==> config.mk <==
export PLATFORM = sky130hd
export DESIGN_NAME = drf_ctl_flat
export DESIGN_NICKNAME = d
export VERILOG_FILES = /design/src/verilog/drf_pkg.sv /design/src/verilog/drf_link_if.sv /design/src/verilog/drf_cnt.sv /design/src/verilog/drf_ctl.sv /design/src/flat_wrapper.sv
export VERILOG_INCLUDE_DIRS = /design/src /design/src/verilog
export SDC_FILE = /design/constraint.sdc
export NUM_CORES = 1
export LEC_CHECK = 0
export BUFFER_PORTS_ARGS = -buffer_cell sky130_fd_sc_hd__buf_2
export CORE_MARGIN = 8
export CORE_UTILIZATION = 60
export DETAILED_ROUTE_END_ITERATION = 10
export GPL_ROUTABILITY_DRIVEN = 0
export GPL_TIMING_DRIVEN = 0
export PLACE_DENSITY = 0.93
export SYNTH_ARGS = -nofsm -noshare
export SYNTH_HDL_FRONTEND = slang
export SYNTH_SLANG_ARGS = --single-unit
export TNS_END_PERCENT = 10
==> constraint.sdc <==
create_clock -name clk_in -period 3.5 [get_ports clk_in]
set_input_delay 0.525 -clock clk_in [delete_from_list [all_inputs] [get_ports clk_in]]
set_output_delay 0.525 -clock clk_in [all_outputs]
set_load 0.02 [all_outputs]
==> src/verilog/drf_defs.svh <==
// timing constants, credit limits and the burst length bit for the refresh / self-refresh link
`ifndef DRF_DEFS_SVH
`define DRF_DEFS_SVH
// clock period in ns (25 MHz)
`define DRF_CLK_NS 40
// refresh interval in ns, rounded down to whole cycles
`define DRF_TREFI_NS 7800
`define DRF_TREFI_CYC ((`DRF_TREFI_NS) / (`DRF_CLK_NS))
// minimum refresh cycle time in ns, rounded up
`define DRF_TRFC_NS 260
`define DRF_TRFC_CYC (((`DRF_TRFC_NS) + (`DRF_CLK_NS) - 1) / (`DRF_CLK_NS))
// minimum precharge time in ns, rounded up
`define DRF_TRP_NS 14
`define DRF_TRP_CYC (((`DRF_TRP_NS) + (`DRF_CLK_NS) - 1) / (`DRF_CLK_NS))
// minimum cke hold / self-refresh residency in ns, rounded up
`define DRF_TCKE_NS 5
`define DRF_TCKE_CYC (((`DRF_TCKE_NS) + (`DRF_CLK_NS) - 1) / (`DRF_CLK_NS))
// self-refresh exit to non-dll command in ns, rounded up
`define DRF_TXS_NS 270
`define DRF_TXS_CYC (((`DRF_TXS_NS) + (`DRF_CLK_NS) - 1) / (`DRF_CLK_NS))
// self-refresh exit to dll command, in clock cycles
`define DRF_TXSDLL_CYC 512
// odt latency plus margin before self-refresh entry, in cycles
`define DRF_ODT_OFF_CYC 8
// refresh credit limits
`define DRF_MAX_POSTPONE 8
`define DRF_MAX_PULLIN 8
// burst length selector bit within the address
`define DRF_BL_BIT 12
// minimum spacing between column commands, in clock cycles
`define DRF_TCCD_CYC 4
`endif

==> src/verilog/drf_pkg.sv <==
// types shared by both ends of the refresh link
package drf_pkg;
   // decoded command on the bus (cs, ras, cas, we)
   typedef enum logic [3:0] {
      DRF_CMD_REF = 4'h1,
      DRF_CMD_NOP = 4'h7,
      DRF_CMD_DES = 4'h8,
      DRF_CMD_RD = 4'h5,
      DRF_CMD_WR = 4'h4,
      DRF_CMD_PRE = 4'h2
   } drf_cmd_t;
endpackage : drf_pkg

==> src/verilog/drf_link_if.sv <==
// command, clock-enable and odt wires between controller and memory
`timescale 1ns/1ps
`default_nettype none
interface drf_link_if;
   logic cs_n;
   logic ras_n;
   logic cas_n;
   logic we_n;
   logic cke;
   logic odt;
   logic [15:0] addr;
   logic ref_busy;
   logic self_ref;
   logic dll_on;
   modport ctl (output cs_n, ras_n, cas_n, we_n, cke, odt, addr, input ref_busy, self_ref, dll_on);
   modport mem (input cs_n, ras_n, cas_n, we_n, cke, odt, addr, output ref_busy, self_ref, dll_on);
endinterface : drf_link_if
`default_nettype wire

==> src/verilog/drf_cnt.sv <==
// loadable down counter used for every timing window except the refresh interval
`timescale 1ns/1ps
`default_nettype none
module drf_cnt #(
   parameter int W = 10
) (
   // clock and reset
   input wire logic clk_in,
   input wire logic rst_n_in,
   // load strobe and value
   input wire logic load_in,
   input wire logic [W-1:0] val_in,
   // zero flag
   output logic zero_out
);
   logic [W-1:0] cnt_q;
   logic [W-1:0] cnt_d;
   // load wins, otherwise count to zero and stop
   always_comb
   begin
      cnt_d = cnt_q;
      if (load_in)
         cnt_d = val_in;
      else if (cnt_q != '0)
         cnt_d = cnt_q - 1'b1;
   end
   always_ff @(posedge clk_in)
   begin
      if (!rst_n_in)
         cnt_q <= '0;
      else
         cnt_q <= cnt_d;
   end
   assign zero_out = (cnt_q == '0);
endmodule : drf_cnt
`default_nettype wire

==> src/verilog/drf_ctl.sv <==
// controller end: refresh credit scheduling and self-refresh entry / exit
`timescale 1ns/1ps
`default_nettype none
`include "drf_defs.svh"
module drf_ctl
   import drf_pkg::*;
#(
   parameter int TREFI = `DRF_TREFI_CYC,
   parameter int TXSDLL = `DRF_TXSDLL_CYC
) (
   // clock and reset
   input wire logic clk_in,
   input wire logic rst_n_in,
   // user requests
   input wire logic sr_req_in,
   input wire logic busy_in,
   // link to memory
   drf_link_if.ctl link,
   // status
   output logic in_sr_out,
   output logic ready_out
);
   typedef enum logic [2:0] {
      DRF_C_RUN = 3'b000,
      DRF_C_REFW = 3'b001,
      DRF_C_ODT = 3'b010,
      DRF_C_SR = 3'b011,
      DRF_C_XS = 3'b100,
      DRF_C_XREF = 3'b101
   } drf_cstate_t;
   drf_cstate_t st_q, st_d;
   logic signed [4:0] cred_q, cred_d;   // positive = owed refreshes
   logic [12:0] tick_q, tick_d;
   logic [3:0] cmd_q, cmd_d;
   logic cke_q, cke_d;
   logic sr_q, sr_d;
   logic rdy_q, rdy_d;
   logic xref_q, xref_d;                // extra refresh done since exit
   logic [3:0] gapt_q, gapt_d;          // refresh intervals since the last refresh
   logic [15:0] addr_q, addr_d;         // command address; only the burst length bit matters
   logic bl8_q, bl8_d;                  // burst length asked on the next read
   logic load;
   logic [9:0] load_val;
   logic tz;
   logic tick;
   drf_cnt #(.W(10)) u_tmr (
      .clk_in(clk_in),
      .rst_n_in(rst_n_in),
      .load_in(load),
      .val_in(load_val),
      .zero_out(tz)
   );
   assign tick = (tick_q == 13'(TREFI - 1));
   // next state: credit, refresh issue and self-refresh flow
   always_comb
   begin
      st_d = st_q;
      cred_d = cred_q;
      tick_d = tick ? 13'h0000 : tick_q + 13'h0001;
      cmd_d = DRF_CMD_NOP;
      cke_d = cke_q;
      sr_d = sr_q;
      rdy_d = 1'b0;
      xref_d = xref_q;
      gapt_d = gapt_q;
      addr_d = 16'h0000;
      bl8_d = bl8_q;
      load = 1'b0;
      load_val = 10'h000;
      // one refresh owed per interval, clipped at the postpone limit
      if (tick && cred_q < 5'sd`DRF_MAX_POSTPONE)
         cred_d = cred_q + 5'sd1;
      // credit alone would let pulled-in plus postponed refreshes stretch the gap; count it too
      if (tick && gapt_q != 4'hF)
         gapt_d = gapt_q + 4'h1;
      case (st_q)
         DRF_C_RUN:
         begin
            rdy_d = !busy_in;
            // refresh when owed and idle, or forced at the limit, or pulled in
            if (tz && (cred_q >= 5'sd`DRF_MAX_POSTPONE || gapt_q >= 4'(`DRF_MAX_POSTPONE) ||
                (cred_q > 5'sd0 && !busy_in) || (!busy_in && cred_q > -5'sd`DRF_MAX_PULLIN) ||
                (sr_req_in && cred_q > 5'sd0)))
            begin
               cmd_d = DRF_CMD_REF;
               // a pulled-in refresh beyond the limit earns no further credit
               if (cred_d > -5'sd`DRF_MAX_PULLIN)
                  cred_d = cred_d - 5'sd1;
               gapt_d = 4'h0;
               xref_d = 1'b1;
               rdy_d = 1'b0;
               load = 1'b1;
               load_val = 10'(`DRF_TRFC_CYC + `DRF_TRP_CYC);
               st_d = DRF_C_REFW;
            end
            else if (sr_req_in && tz && cred_q <= 5'sd0 && xref_q)
            begin
               // odt is held low already; sit out its latency before entry
               load = 1'b1;
               load_val = 10'(`DRF_ODT_OFF_CYC);
               rdy_d = 1'b0;
               st_d = DRF_C_ODT;
            end
            else if (tz && busy_in && !sr_req_in)
            begin
               // user read; a12 alternates chop of four and eight, reads spaced by tCCD
               cmd_d = DRF_CMD_RD;
               addr_d[`DRF_BL_BIT] = bl8_q;
               bl8_d = !bl8_q;
               load = 1'b1;
               load_val = 10'(`DRF_TCCD_CYC);
            end
         end
         DRF_C_REFW:
            // nop only until tRFC and tRP are both met
            if (tz)
               st_d = DRF_C_RUN;
         DRF_C_ODT:
            if (tz)
            begin
               cmd_d = DRF_CMD_REF;
               cke_d = 1'b0;
               sr_d = 1'b1;
               xref_d = 1'b0;
               load = 1'b1;
               load_val = 10'(`DRF_TCKE_CYC + 1);
               st_d = DRF_C_SR;
            end
         DRF_C_SR:
         begin
            cred_d = 5'sd0; // device refreshes itself while asleep
            gapt_d = 4'h0;
            if (tz && !sr_req_in)
            begin
               cke_d = 1'b1;
               load = 1'b1;
               load_val = 10'(TXSDLL);
               st_d = DRF_C_XS;
            end
         end
         DRF_C_XS:
         begin
            // cke high, odt low, nop only for the exit window
            if (tz)
            begin
               sr_d = 1'b0;
               st_d = DRF_C_RUN;
            end
         end
         default:
            st_d = DRF_C_RUN;
      endcase
   end
   // registers
   always_ff @(posedge clk_in)
   begin
      if (!rst_n_in)
      begin
         st_q <= DRF_C_RUN;
         cred_q <= 5'sd0;
         tick_q <= 13'h0000;
         cmd_q <= DRF_CMD_NOP;
         cke_q <= 1'b1;
         sr_q <= 1'b0;
         rdy_q <= 1'b0;
         xref_q <= 1'b0;
         gapt_q <= 4'h0;
         addr_q <= 16'h0000;
         bl8_q <= 1'b0;
      end
      else
      begin
         st_q <= st_d;
         cred_q <= cred_d;
         tick_q <= tick_d;
         cmd_q <= cmd_d;
         cke_q <= cke_d;
         sr_q <= sr_d;
         rdy_q <= rdy_d;
         xref_q <= xref_d;
         gapt_q <= gapt_d;
         addr_q <= addr_d;
         bl8_q <= bl8_d;
      end
   end
   assign {link.cs_n, link.ras_n, link.cas_n, link.we_n} = cmd_q;
   assign link.cke = cke_q;
   assign link.odt = 1'b0;
   assign link.addr = addr_q;
   assign in_sr_out = sr_q;
   assign ready_out = rdy_q;
endmodule : drf_ctl
`default_nettype wire

==> src/flat_wrapper.sv <==
// flat-port wrapper written by rule: the top's interface ports become plain ports
module drf_ctl_flat import drf_pkg::*;
#(
   parameter int TREFI = `DRF_TREFI_CYC,
   parameter int TXSDLL = `DRF_TXSDLL_CYC
)
  (clk_in, rst_n_in, sr_req_in, busy_in, in_sr_out, ready_out, link_cs_n, link_ras_n, link_cas_n, link_we_n, link_cke, link_odt, link_addr, link_ref_busy, link_self_ref, link_dll_on);
  drf_link_if link_i ();
  input wire logic clk_in;
  input wire logic rst_n_in;
  input wire logic sr_req_in;
  input wire logic busy_in;
  output logic in_sr_out;
  output logic ready_out;
  output wire logic [$bits(link_i.cs_n)-1:0] link_cs_n;
  output wire logic [$bits(link_i.ras_n)-1:0] link_ras_n;
  output wire logic [$bits(link_i.cas_n)-1:0] link_cas_n;
  output wire logic [$bits(link_i.we_n)-1:0] link_we_n;
  output wire logic [$bits(link_i.cke)-1:0] link_cke;
  output wire logic [$bits(link_i.odt)-1:0] link_odt;
  output wire logic [$bits(link_i.addr)-1:0] link_addr;
  input wire logic [$bits(link_i.ref_busy)-1:0] link_ref_busy;
  input wire logic [$bits(link_i.self_ref)-1:0] link_self_ref;
  input wire logic [$bits(link_i.dll_on)-1:0] link_dll_on;
  assign link_cs_n = link_i.cs_n;
  assign link_ras_n = link_i.ras_n;
  assign link_cas_n = link_i.cas_n;
  assign link_we_n = link_i.we_n;
  assign link_cke = link_i.cke;
  assign link_odt = link_i.odt;
  assign link_addr = link_i.addr;
  assign link_i.ref_busy = link_ref_busy;
  assign link_i.self_ref = link_self_ref;
  assign link_i.dll_on = link_dll_on;
  drf_ctl #(.TREFI(TREFI), .TXSDLL(TXSDLL)) u_core (.clk_in(clk_in), .rst_n_in(rst_n_in), .sr_req_in(sr_req_in), .busy_in(busy_in), .link(link_i), .in_sr_out(in_sr_out), .ready_out(ready_out));
endmodule
# After elaboration in Yosys (flattened, before gate mapping)
# Cells that the tools add are included.
dict set report word_totals {
  ff_bits 60
  in_bits 7
  output_inout_bits 24
  word_cells 116
}
dict set report op_classes {
  n_addsub 5
  magnitude_cmp 7
  eq_ne 12
  muxes 39
  bitwise 5
  n_reduce_logical 35
}
# op count
set op_table {}
lappend op_table {{two-way mux 10 bit} 5}
lappend op_table {{case mux 10 bit (3 select lines)} 1}
lappend op_table {{two-way mux 3 bit} 7}
lappend op_table {{two-way mux 4 bit} 4}
lappend op_table {{case mux 4 bit (2 select lines)} 2}
lappend op_table {{two-way mux 5 bit} 3}
lappend op_table {{adder 13 x 1 -> 13 bit, second input constant} 1}
lappend op_table {{equality test 13 x 8 -> 1 bit, second input constant} 1}
lappend op_table {{logical AND 1 bit} 12}
lappend op_table {{case mux 3 bit (4 select lines)} 1}
lappend op_table {{> comparator 5 x 4 -> 1 bit, second input constant} 2}
lappend op_table {{zero test 10 bit} 1}
lappend op_table {{!= test 2 x 1 -> 1 bit, second input constant} 5}
lappend op_table {{case mux 5 bit (2 select lines)} 1}
lappend op_table {{nonzero test 10 bit} 1}
lappend op_table {{subtractor 10 x 1 -> 10 bit, second input constant} 1}
lappend op_table {{two-way mux 1 bit} 9}
lappend op_table {{AND reduction 3 bit} 3}
lappend op_table {{AND reduction 4 bit} 2}
lappend op_table {{nonzero test 2 bit} 4}
lappend op_table {{equality test 3 x 2 -> 1 bit, second input constant} 2}
lappend op_table {{case mux 1 bit (2 select lines)} 3}
lappend op_table {{adder 5 x 2 -> 5 bit, second input constant} 1}
lappend op_table {{>= comparator 5 bit, second input constant} 1}
lappend op_table {{19 further kinds} 30}

# Depth between registers and ports, before layout
# Gate-level depths: netlist of the first run.
dict set report logic_depth {
  ltp_word 9
  ltp_mapped 9
  ltp_nobuf 8
}

# By module
# Synthesis of the first run repeated with hierarchy kept, for this count alone.
dict set report hier_totals {
  hier_cells 300
  area_unflattened_um2 2516.2
}
# module n_inst cells_per_inst area_each_um2 seq_area_each_um2
set by_module_without_submodules {}
lappend by_module_without_submodules {drf_ctl 1 235 1943.1 660.6}
lappend by_module_without_submodules {drf_cnt 1 65 573.0 200.2}

# Worst setup path after synthesis of the first run
# Ideal clock, no wire load.
dict set report synth_timing {
  kind {reg2reg}
  from {reg u_core.tick_q[11]}
  to {reg u_core.cred_q[1]}
  setup_time_ns 0.071
  t_arrival_ns 1.927
  required_ns 3.429
  slack_ns 1.503
  path_stages_with_launch 7
  path_buffers 0
  synth_period_minus_slack_ns 1.997
  path_cell_list {dfxtp_1 -> or4_4 -> nor4_4 -> mux2i_1 -> nor4_2 -> a211o_1 -> a21oi_1}
}
dict set report synth_via {
  elab_chain_cells 7
  elab_cells_between_ends 8
  classes_between {add/sub: 1; order compare: 1; eq/ne: 1; mux: 4; reduce/logical: 1}
}
# element line
set synth_rtl {}
lappend synth_rtl {{start, declared} drf_ctl.sv:33} ;# logic [12:0] tick_q, tick_d;
lappend synth_rtl {{start signal, assigned} drf_ctl.sv:175} ;# tick_q <= tick_d;
lappend synth_rtl {{equality test 13 x 8 -> 1 bit (*)} drf_ctl.sv:53} ;# assign tick = (tick_q == 13'(TREFI - 1));
lappend synth_rtl {{logical AND 1 bit (no source line) (*)} n/a}
lappend synth_rtl {{two-way mux 5 bit (*)} drf_ctl.sv:71} ;# if (tick && cred_q < 5'sd`DRF_MAX_POSTPONE)
lappend synth_rtl {{subtractor 5 x 2 -> 5 bit / > comparator 5 x 4 -> 1 bit (equally long branches)} n/a}
lappend synth_rtl {{two-way mux 5 bit} drf_ctl.sv:87} ;# if (cred_d > -5'sd`DRF_MAX_PULLIN)
lappend synth_rtl {{two-way mux 5 bit} drf_ctl.sv:81} ;# if (tz && (cred_q >= 5'sd`DRF_MAX_POSTPONE || gapt_q >= 4'(`DRF_MAX_POSTPONE) ||
lappend synth_rtl {{case mux 5 bit (2 select lines) (*)} drf_ctl.sv:76} ;# case (st_q)
lappend synth_rtl {{end signal, assigned} drf_ctl.sv:174} ;# cred_q <= cred_d;
lappend synth_rtl {{end, declared} drf_ctl.sv:32} ;# logic signed [4:0] cred_q, cred_d;
# Mark *: on every way between the ends. The rest lies on a longest branch, timed or not.
# A chain may end at the register's enable or synchronous reset.

# Final worst setup path of the first run
dict set report layout_timing {
  from {reg u_core.tick_q[4]}
  to {reg u_core.cred_q[0]}
}
# The elaborated chain is that of the path after synthesis.

==> reports/qor.yml, run 1 <==
status:
  status: "completed"
critical_path:
  required_ns: 3.75
  crit_family: "simple AND/OR/NAND/NOR gates"
  crit_buf_inv: 1
  endpoint_kind: "register"
  cp_slowest_stage_delay_ns: 0.72
  arrival_ns: 2.52
  startpoint_type: "register"
  path_class: "register to register"
  critical_path.slowest_cell: "o31ai_1"
  crit_chain: "nor4_1 > nand3_2 > o31ai_1 > inv_1 > o311ai_1 > and3_1"
  crit_fanout: 7
synthesis:
  ys_seq_elements: 43
  async_flop_share_pct: 0
  ys_seq_area_share_pct: 34.0
  syn_area_per_cell_um2: 8.33
  syn_inst: 304
  yosysUniqueCellTypes: 55
  yosysTopAreaCellShare_pct: 34.0
  yosysWarnings: 0
  syn_area_um2: 2530
  synthTopCellsByArea: "dfxtp_1 34%, buf_4 5.9%, nor2_1 5.6%"
  synthFlopType: "dfxtp_1"
  synth-edff-count: 0
  synth_top_area_cell: "dfxtp_1"
routing:
  ant_nets: 0
  drc_errors: 0
  wire_per_inst_um: 14.4
  viasPerCell: 5.76
  route.vias.total: 2228
  first_pass_iters: 5
  wl_mm: 5.58
  initialDrtViolationCount: 231
die:
  fp-row-count: 23
  die_y_um: 81.0
  die_width_um: 81.0
  dieArea_um2: 6560
  num_io_pins: 31
  core_um2: 4030
  start_util_pct: 62.9
sta:
  finalCritPeriodShare_pct: 64.9
  tightest_slew_ns: 0.774
  finalClockSkew_ns: 0.0130
  slew_viol_final: 0
  final_hold_viol_count: 0
  setup_viol: 0
  max_clock_freq_mhz: 440
  grt_setup_unrepaired: "no"
  fin_crit_ns: 2.27
  fin_tns_setup_ns: 0
  max_slew_margin_pct: 47.9
pwr:
  power_density_nw_per_um2: 727
  p_leak_uw: 0.00114
  ir_drop_mv: 0.266
placement:
  dp.cells: 379
  dp_hpwl_mm: 4.04
  placed_area_um2: 2700
  io_buffers: 9
clock_network:
  post_cts_resized: 0
  clock_latency_ns: 0.31
  numCtsBuffers: 5
  clk_pin_slew_worst_paths_ns: 0.09
  clockBufferDepth: 2
  cts_hold_buf: 0
  cts.sinks: 43
  cts_tree: "built"
  post-cts-setup-buffers: 0
  root_buffer: "clkbuf_8"
  h-tree-depth: 2
grt:
  grt_pass1_vias: 2068
  grt_pass1_wl_mm: 9.16
  grt_max_degree: 14
  grtUsageTotal_pct: 17.3
  grt_overflow: 0
  antenna_found_initial: 0
final_layout:
  drive_gt1_share_pct: 16.3
  mostFrequentLayoutCells: "43 x dfxtp_1, 38 x nor2_1, 20 x buf_4, 19 x nand3_1"
  layout_commonest_cell: "dfxtp_1"
  syn_to_final_growth_pct: 9.98
  fin_area_um2: 2790
  antenna_cells: 0
  instances_no_fill: 387
  nNetsFinal: 351
flow_run:
  maxCapViolations: 0
hold_path:
  hold_path.class: "input port to register"
[synth_stat cells, types with 2 or more instances]
cell,n
a211oi_1,4
or4_4,2
nor2b_1,2
a21oi_1,16
o21ai_1,3
nand3_1,19
conb_1,2
inv_1,18
o22ai_1,3
xnor2_1,10
or3_1,3
xor2_1,12
clkbuf_1,5
nor2_1,38
a31oi_1,2
nor4_2,2
nor3_1,9
nand2b_1,3
o21ai_0,10
a22oi_1,2
o211ai_1,3
and3_1,5
dfxtp_1,43
ha_1,8
mux2i_1,4
nor4_1,3
nand2_1,17
nand3b_1,2
nand4_1,5
buf_4,20
o31ai_1,3
or2_2,2
nor4_4,2
[path summary, 6_finish.rpt]
kind / slack, ns / cells past startpoint / from / to
setup / recovery: 1.23 / 6 / u_core.tick_q[4] / u_core.cred_q[0]
hold / removal: 0.48 / 2 / busy_in / u_core.ready_out
setup reg to reg: 1.23 / 6 / u_core.tick_q[4] / u_core.cred_q[0]
hold reg to reg: 0.49 / 2 / u_core.xref_q / u_core.xref_q
[stage by stage]
stage	hold WS, ns	worst slack [ns]	util, %	power (µW)
CTS	0.481	1.27	69.2	2000
detailed placement	0.468	1.32	67.0	1680
global placement	0.455	1.37	67.0	1650
finish	0.482	1.23	69.2	2030
floorplan	0.428	1.50	-	1490
global route	0.488	1.06	69.2	2150
[flip-flops by register name, indices dropped and copies added, names as in the netlist, 2 cells and up]
register            count
u_core.tick_q          13
u_core.u_tmr.cnt_q     10
u_core.cred_q           5
u_core.gapt_q           4
u_core.st_q             3
u_core.cmd_q            2
[worst register-to-register path, stage by stage, from the launching register on]
cell and delay (ns):
dfxtp_1 0.37, nor4_1 0.48, nand3_2 0.22, o31ai_1 0.72, inv_1 0.12, o311ai_1 0.13, and3_1 0.19
[metal layers]
layer  wire length (µm)  share of wire, %  track usage (%)
met2               2740                49             29.1
met3                374               6.7             4.08
met5                  0                 0                0
met4                165               3.0             8.39
met1               2300                41             20.1
[logic make-up after synthesis]
group                      synth area share (%)
AOI/OAI and AO/OA                          14.1
buffers and inverters                      10.1
adders and majority gates                  3.95
DFF                                        34.0
other                                     0.296
muxes                                      1.58
and+or+nand+nor                            28.4
xor gates and xnor gates                   7.60
[where the power goes]
group / internal [µW] / leakage, µW / switching (µW)
clock network: 140 / 0.0000412 / 180
logic: 400 / 0.000746 / 609
registers: 597 / 0.000350 / 100
[final cells by class]
class                   instances  area (µm²)
fillers                       310        1240
plain buffers                  27         188
clock buffers                   6        72.6
repair buffers                  9        45.0
flip-flops and latches         43         861
well taps                      50        62.6
multi-input cells             232        1480
clock inverters                 2        12.5
inverters                      18        67.6
No activity file was read; power rests on OpenSTA's default activity.
==> run 2, diff against run 1 <==
--- a/config.mk
+++ b/config.mk
@@ -8,11 +8,11 @@
 export LEC_CHECK = 0
 export BUFFER_PORTS_ARGS = -buffer_cell sky130_fd_sc_hd__buf_2
 export CORE_MARGIN = 8
-export CORE_UTILIZATION = 60
+export CORE_UTILIZATION = 58
 export DETAILED_ROUTE_END_ITERATION = 10
 export GPL_ROUTABILITY_DRIVEN = 0
 export GPL_TIMING_DRIVEN = 0
-export PLACE_DENSITY = 0.93
+export PLACE_DENSITY = 0.91
 export SYNTH_ARGS = -nofsm -noshare
 export SYNTH_HDL_FRONTEND = slang
 export SYNTH_SLANG_ARGS = --single-unit
==> constraint.sdc (replaced) <==
create_clock -name clk_in -period 2.3 [get_ports clk_in]
set_input_delay 0.345 -clock clk_in [delete_from_list [all_inputs] [get_ports clk_in]]
set_output_delay 0.345 -clock clk_in [all_outputs]
set_load 0.02 [all_outputs]
==> run 2 against run 1 <==
Net effect: first-iteration DRC count shrank 32%; sequential cell count is the same; combinational power grew 52%; clock power grew 52%; global-route usage shrank 0.47 points; critical path depth grew 2; maximum frequency grew 2.5%; final area grew 0.90%; worst hold slack lost 0.16 ns; via count shrank 2.5%; routed wire length shrank 2.2%; utilization shrank 3.7 points; critical path type unchanged; largest cell class unchanged.
==> reports/qor.yml, run 2 (synthesis results as in run 1) <==
status:
  status: "completed"
final_layout:
  reg.largest.list: "u_core.tick_q: 13 flops, u_core.u_tmr.cnt_q: 10 flops, u_core.cred_q: 5 flops"
  register_area_um2: 861
  mostFrequentLayoutCells: "43 x dfxtp_1, 38 x nor2_1, 20 x buf_4, 19 x nand3_1"
  layout_commonest_cell: "dfxtp_1"
  largest_register_ff_count: 13
  nNetsFinal: 351
  multi_input_comb_area_um2: 1500
  regMostFlops: "u_core.tick_q"
  instances_no_fill: 388
  fillers: 336
  drive_gt1_share_pct: 17.6
  antenna_cells: 0
  syn_to_final_growth_pct: 11.0
die:
  start_util_pct: 59.0
  dieArea_um2: 6740
  fp-row-count: 24
  num_io_pins: 31
  die_width_um: 82.1
  core_um2: 4290
  die_y_um: 82.1
placement:
  dp_hpwl_mm: 3.96
  dp.cells: 381
  io_buffers: 9
  dp_slack_ns: 0.0919
sta:
  grt_setup_unrepaired: "yes"
  finalClockSkew_ns: 0.00763
  final_hold_viol_count: 0
  max_slew_margin_pct: 56.8
  worst_slack_ns: 0.0828
  slew_viol_final: 0
  setup_viol: 0
  hold_ws_ns: 0.323
  fin_crit_ns: 2.22
  finalCritPeriodShare_pct: 96.4
  fin_tns_setup_ns: 0
  max_clock_freq_mhz: 451
  tightest_slew_ns: 0.641
routing:
  first_pass_iters: 5
  drc_errors: 0
  initialDrtViolationCount: 157
  route.vias.total: 2173
  wire_per_inst_um: 14.1
  viasPerCell: 5.60
  wl_mm: 5.46
  ant_nets: 0
pwr:
  power_density_nw_per_um2: 1100
  power.switching_uw: 1330
  p_sw_share_pct: 43.0
  ir_drop_mv: 0.388
  p_leak_uw: 0.00115
  total_power_uw: 3090
  p_int_uw: 1760
  seq_power_share_pct: 34.4
  comb_power_share_pct: 49.9
  p_clk_share_pct: 15.7
clock_network:
  root_buffer: "clkbuf_8"
  clk_pin_slew_worst_paths_ns: 0.08
  cts_hold_buf: 0
  post-cts-setup-buffers: 0
  clockBufferDepth: 2
  numCtsBuffers: 5
  clock_latency_ns: 0.29
  cts.sinks: 43
  cts_tree: "built"
  h-tree-depth: 2
critical_path:
  crit_fanout: 6
  required_ns: 2.49
  arrival_ns: 2.41
  cp-startpoint: "u_core.tick_q[0]"
  r2r-start: "u_core.tick_q[0]"
  path_class: "register to register"
  endpoint_kind: "register"
  startpoint_type: "register"
grt:
  grt_overflow: 0
  grtUsageTotal_pct: 16.8
  grt_pass1_vias: 2044
  antenna_found_initial: 0
  grt_max_degree: 13
  grt_pass1_wl_mm: 9.03
flow_run:
  maxCapViolations: 0
hold_path:
  hold_path.class: "input port to register"
  worstHoldStart: "busy_in"
==> run 2: cell count changes in the layout (fill, tap and decap cells not counted), sizes merged <==
cell      before  now
clkinvlp       1    0
==> run 2: worst max-delay path: stages, from the launching register on <==
cell and delay (ns):
dfxtp_1 0.40, inv_1 0.06, ha_1 0.23, and4b_1 0.24, nand4_1 0.17, nand3_1 0.18
a2111oi_4 0.49, a211oi_1 0.15, o21a_1 0.19
==> run 2: power groups by stage <==
stage / Sequential [µW] / Clock (µW) / Combinational (µW)
finish: 1070 / 485 / 1540
global route: 1090 / 520 / 1710
CTS: 1060 / 498 / 1500
detailed placement: 1070 / 0 / 1480
global placement: 1060 / 0 / 1440
floorplan: 1070 / 0 / 1190
==> run 2: repair_timing <==
action,in CTS,in global routing
endpoints found under the hold margin,0,0
endpoints found under the setup margin,0,6
gates resized for setup,0,4
==> run 2: worst paths after layout <==
path / to / slack [ns] / cells past startpoint
setup / recovery: u_core.cred_q[2] / 0.08 / 8
hold / removal: u_core.ready_out / 0.32 / 2
setup reg to reg: u_core.cred_q[2] / 0.08 / 8
hold reg to reg: u_core.link.addr[12] / 0.47 / 2
==> run 2: through the flow <==
step	instance area [µm²]	util, %
after floorplan	2590	-
after global placement	2700	63.0
after detailed placement	2700	63.0
after CTS	2790	65.0
after global routing	2810	65.5
final	2810	65.5
==> run 2: per-layer routing <==
metal  share of wire, %  global-route usage (%)  routed length [µm]
met1                 42                    19.4                2270
met4                2.0                    8.42                 109
met2                 51                    29.0                2770
met5                  0                       0                   0
met3                5.7                    3.14                 312
==> run 2: layout make-up <==
cell class / count / share of cell area (%)
Inverter: 18 / 2.40
Clock buffer: 6 / 2.94
Clock inverter: 1 / 0.178
Sequential cell: 43 / 30.6
Tap cell: 52 / 2.31
Timing Repair Buffer: 9 / 1.60
Buffer: 27 / 6.68
Multi-Input combinational cell: 232 / 53.3
==> run 3, diff against run 2 <==
--- a/config.mk
+++ b/config.mk
@@ -7,12 +7,12 @@
 export NUM_CORES = 1
 export LEC_CHECK = 0
 export BUFFER_PORTS_ARGS = -buffer_cell sky130_fd_sc_hd__buf_2
-export CORE_MARGIN = 8
-export CORE_UTILIZATION = 58
+export CORE_UTILIZATION = 60
+export CTS_BUF_LIST = sky130_fd_sc_hd__clkbuf_4 sky130_fd_sc_hd__clkbuf_8
 export DETAILED_ROUTE_END_ITERATION = 10
 export GPL_ROUTABILITY_DRIVEN = 0
 export GPL_TIMING_DRIVEN = 0
-export PLACE_DENSITY = 0.91
+export PLACE_DENSITY = 0.93
 export SYNTH_ARGS = -nofsm -noshare
 export SYNTH_HDL_FRONTEND = slang
 export SYNTH_SLANG_ARGS = --single-unit
==> run 3 against run 2 <==
Net effect: the flow now finishes with violations (negative setup slack); clock power up 20%; final cell count unchanged; sequential power barely moved; utilization up 5.5 points; critical endpoint is now u_core.cred_q[1]; largest cell class unchanged.
==> reports/qor.yml, run 3 (synthesis results as in run 1) <==
status:
  status: "finished with violations"
  violations: "negative setup slack"
clock_network:
  cts_hold_buf: 0
  clockBufferDepth: 2
  numCtsBuffers: 5
  clock_latency_ns: 0.29
  cts_tree: "built"
  h-tree-depth: 2
  root_buffer: "clkbuf_8"
  clk_pin_slew_worst_paths_ns: 0.08
  cts.sinks: 43
sta:
  max_clock_freq_mhz: 435
  final_hold_viol_count: 0
  setup_viol: 1
  tightest_slew_ns: 0.514
  grt_setup_unrepaired: "yes"
  worst_slack_ns: -0.000967
  finalCritPeriodShare_pct: 100
  max_slew_margin_pct: 65.5
  fin_crit_ns: 2.30
  finalClockSkew_ns: 0.00853
  slew_viol_final: 0
final_layout:
  regMostFlops: "u_core.tick_q"
  antenna_cells: 0
  multi_input_comb_area_um2: 1510
  register_area_um2: 863
  mostFrequentLayoutCells: "41 x dfxtp_1, 38 x nor2_1, 22 x buf_4, 19 x nand3_1"
  instances_no_fill: 388
  layout_commonest_cell: "dfxtp_1"
  largest_register_ff_count: 13
  fin_area_um2: 2860
  fillers: 297
  nNetsFinal: 353
  drive_gt1_share_pct: 18.9
  syn_to_final_growth_pct: 12.9
  reg.largest.list: "u_core.tick_q: 13 flops, u_core.u_tmr.cnt_q: 10 flops, u_core.cred_q: 5 flops"
pwr:
  p_int_uw: 1870
  seq_power_share_pct: 32.9
  ir_drop_mv: 0.450
  comb_power_share_pct: 49.3
  p_sw_share_pct: 42.8
  power_density_nw_per_um2: 1140
  p_clk_share_pct: 17.9
  p_leak_uw: 0.00117
  power.switching_uw: 1390
critical_path:
  endpoint_kind: "register"
  required_ns: 2.51
  arrival_ns: 2.51
  crit_fanout: 5
  path_class: "register to register"
  startpoint_type: "register"
routing:
  wire_per_inst_um: 15.6
  route.vias.total: 2344
  initialDrtViolationCount: 323
  viasPerCell: 6.04
  wl_mm: 6.04
  ant_nets: 0
  drc_errors: 0
  first_pass_iters: 5
placement:
  dp_hpwl_mm: 4.09
  placed_area_um2: 2700
  io_buffers: 9
  dp.cells: 379
die:
  num_io_pins: 31
  die_y_um: 67.0
  fp-row-count: 23
  start_util_pct: 62.9
  die_width_um: 67.0
  dieArea_um2: 4490
  core_um2: 4030
grt:
  grt_max_degree: 13
  grt_overflow: 0
  grt_pass1_wl_mm: 9.29
  antenna_found_initial: 0
  grt_pass1_vias: 2117
  grtUsageTotal_pct: 27.7
flow_run:
  maxCapViolations: 0
hold_path:
  hold_path.class: "input port to register"
==> run 3: cell types whose count changed in the layout (fill, tap and decap cells not counted), sizes merged <==
cell,before,now
bufinv,0,1
clkinv,1,0
buf,29,31
==> run 3: metal layers <==
layer | global-route usage [%] | part of all wire [%] | vias to the layer above
met5 | 0 | 0 | -
met4 | 13.3 | 1.8 | 0
met3 | 6.85 | 6.4 | 25
met2 | 46.2 | 50 | 116
met1 | 32.7 | 42 | 1107
li1 | - | - | 1096
==> run 3: area by class of cell <==
cell class              count  share of cell area [%]
multi-input cells         232                    52.9
flip-flops and latches     43                    30.2
well taps                  50                    2.19
clock buffers               6                    2.67
clock inverters             1                    1.05
repair buffers             11                    2.10
inverters                  18                    2.36
plain buffers              27                    6.56
==> run 3: critical path, cell delays in order, from the launching register on <==
cell and delay [ns]:
dfxtp_1 0.38, or4_4 0.59, nor4_4 0.39, mux2i_2 0.31, nor4_2 0.08, a211o_1 0.32, a21oi_1 0.15
==> run 3: worst paths after layout <==
kind / cells past startpoint / startpoint / to / slack [ns]
worst max-delay path: 6 / u_core.tick_q[4] / u_core.cred_q[1] / -0.001
worst min register to register: 1 / u_core.tick_q[0] / u_core.tick_q[0] / 0.45
worst min-delay path: 2 / busy_in / u_core.ready_out / 0.32
worst max register to register: 6 / u_core.tick_q[4] / u_core.cred_q[1] / -0.001
==> run 3: stage by stage <==
stage	setup slack, ns	hold WS (ns)	utilization (%)	total power (µW)	TNS, ns
after floorplan	0.303	0.428	-	2270	0
final	-0.000967	0.322	71.0	3260	-0.000967
after global placement	0.149	0.453	67.0	2510	0
after CTS	0.0515	0.310	70.0	3180	0
after global routing	-0.0249	0.314	71.0	3450	-0.0485
after detailed placement	0.0325	0.460	67.0	2580	0
==> run 3: power by group through the flow <==
stage	registers [µW]	logic (µW)	clock network [µW]
after floorplan	1070	1190	0
after global placement	1070	1440	0
after detailed placement	1080	1500	0
after CTS	1070	1530	587
after global routing	1090	1730	621
final	1070	1610	583
==> run 3: timing repair <==
action                     CTS  global route
pin swaps                    0             2
setup endpoints to repair    5             6
resized for setup            2             8
buffers inserted             0             2
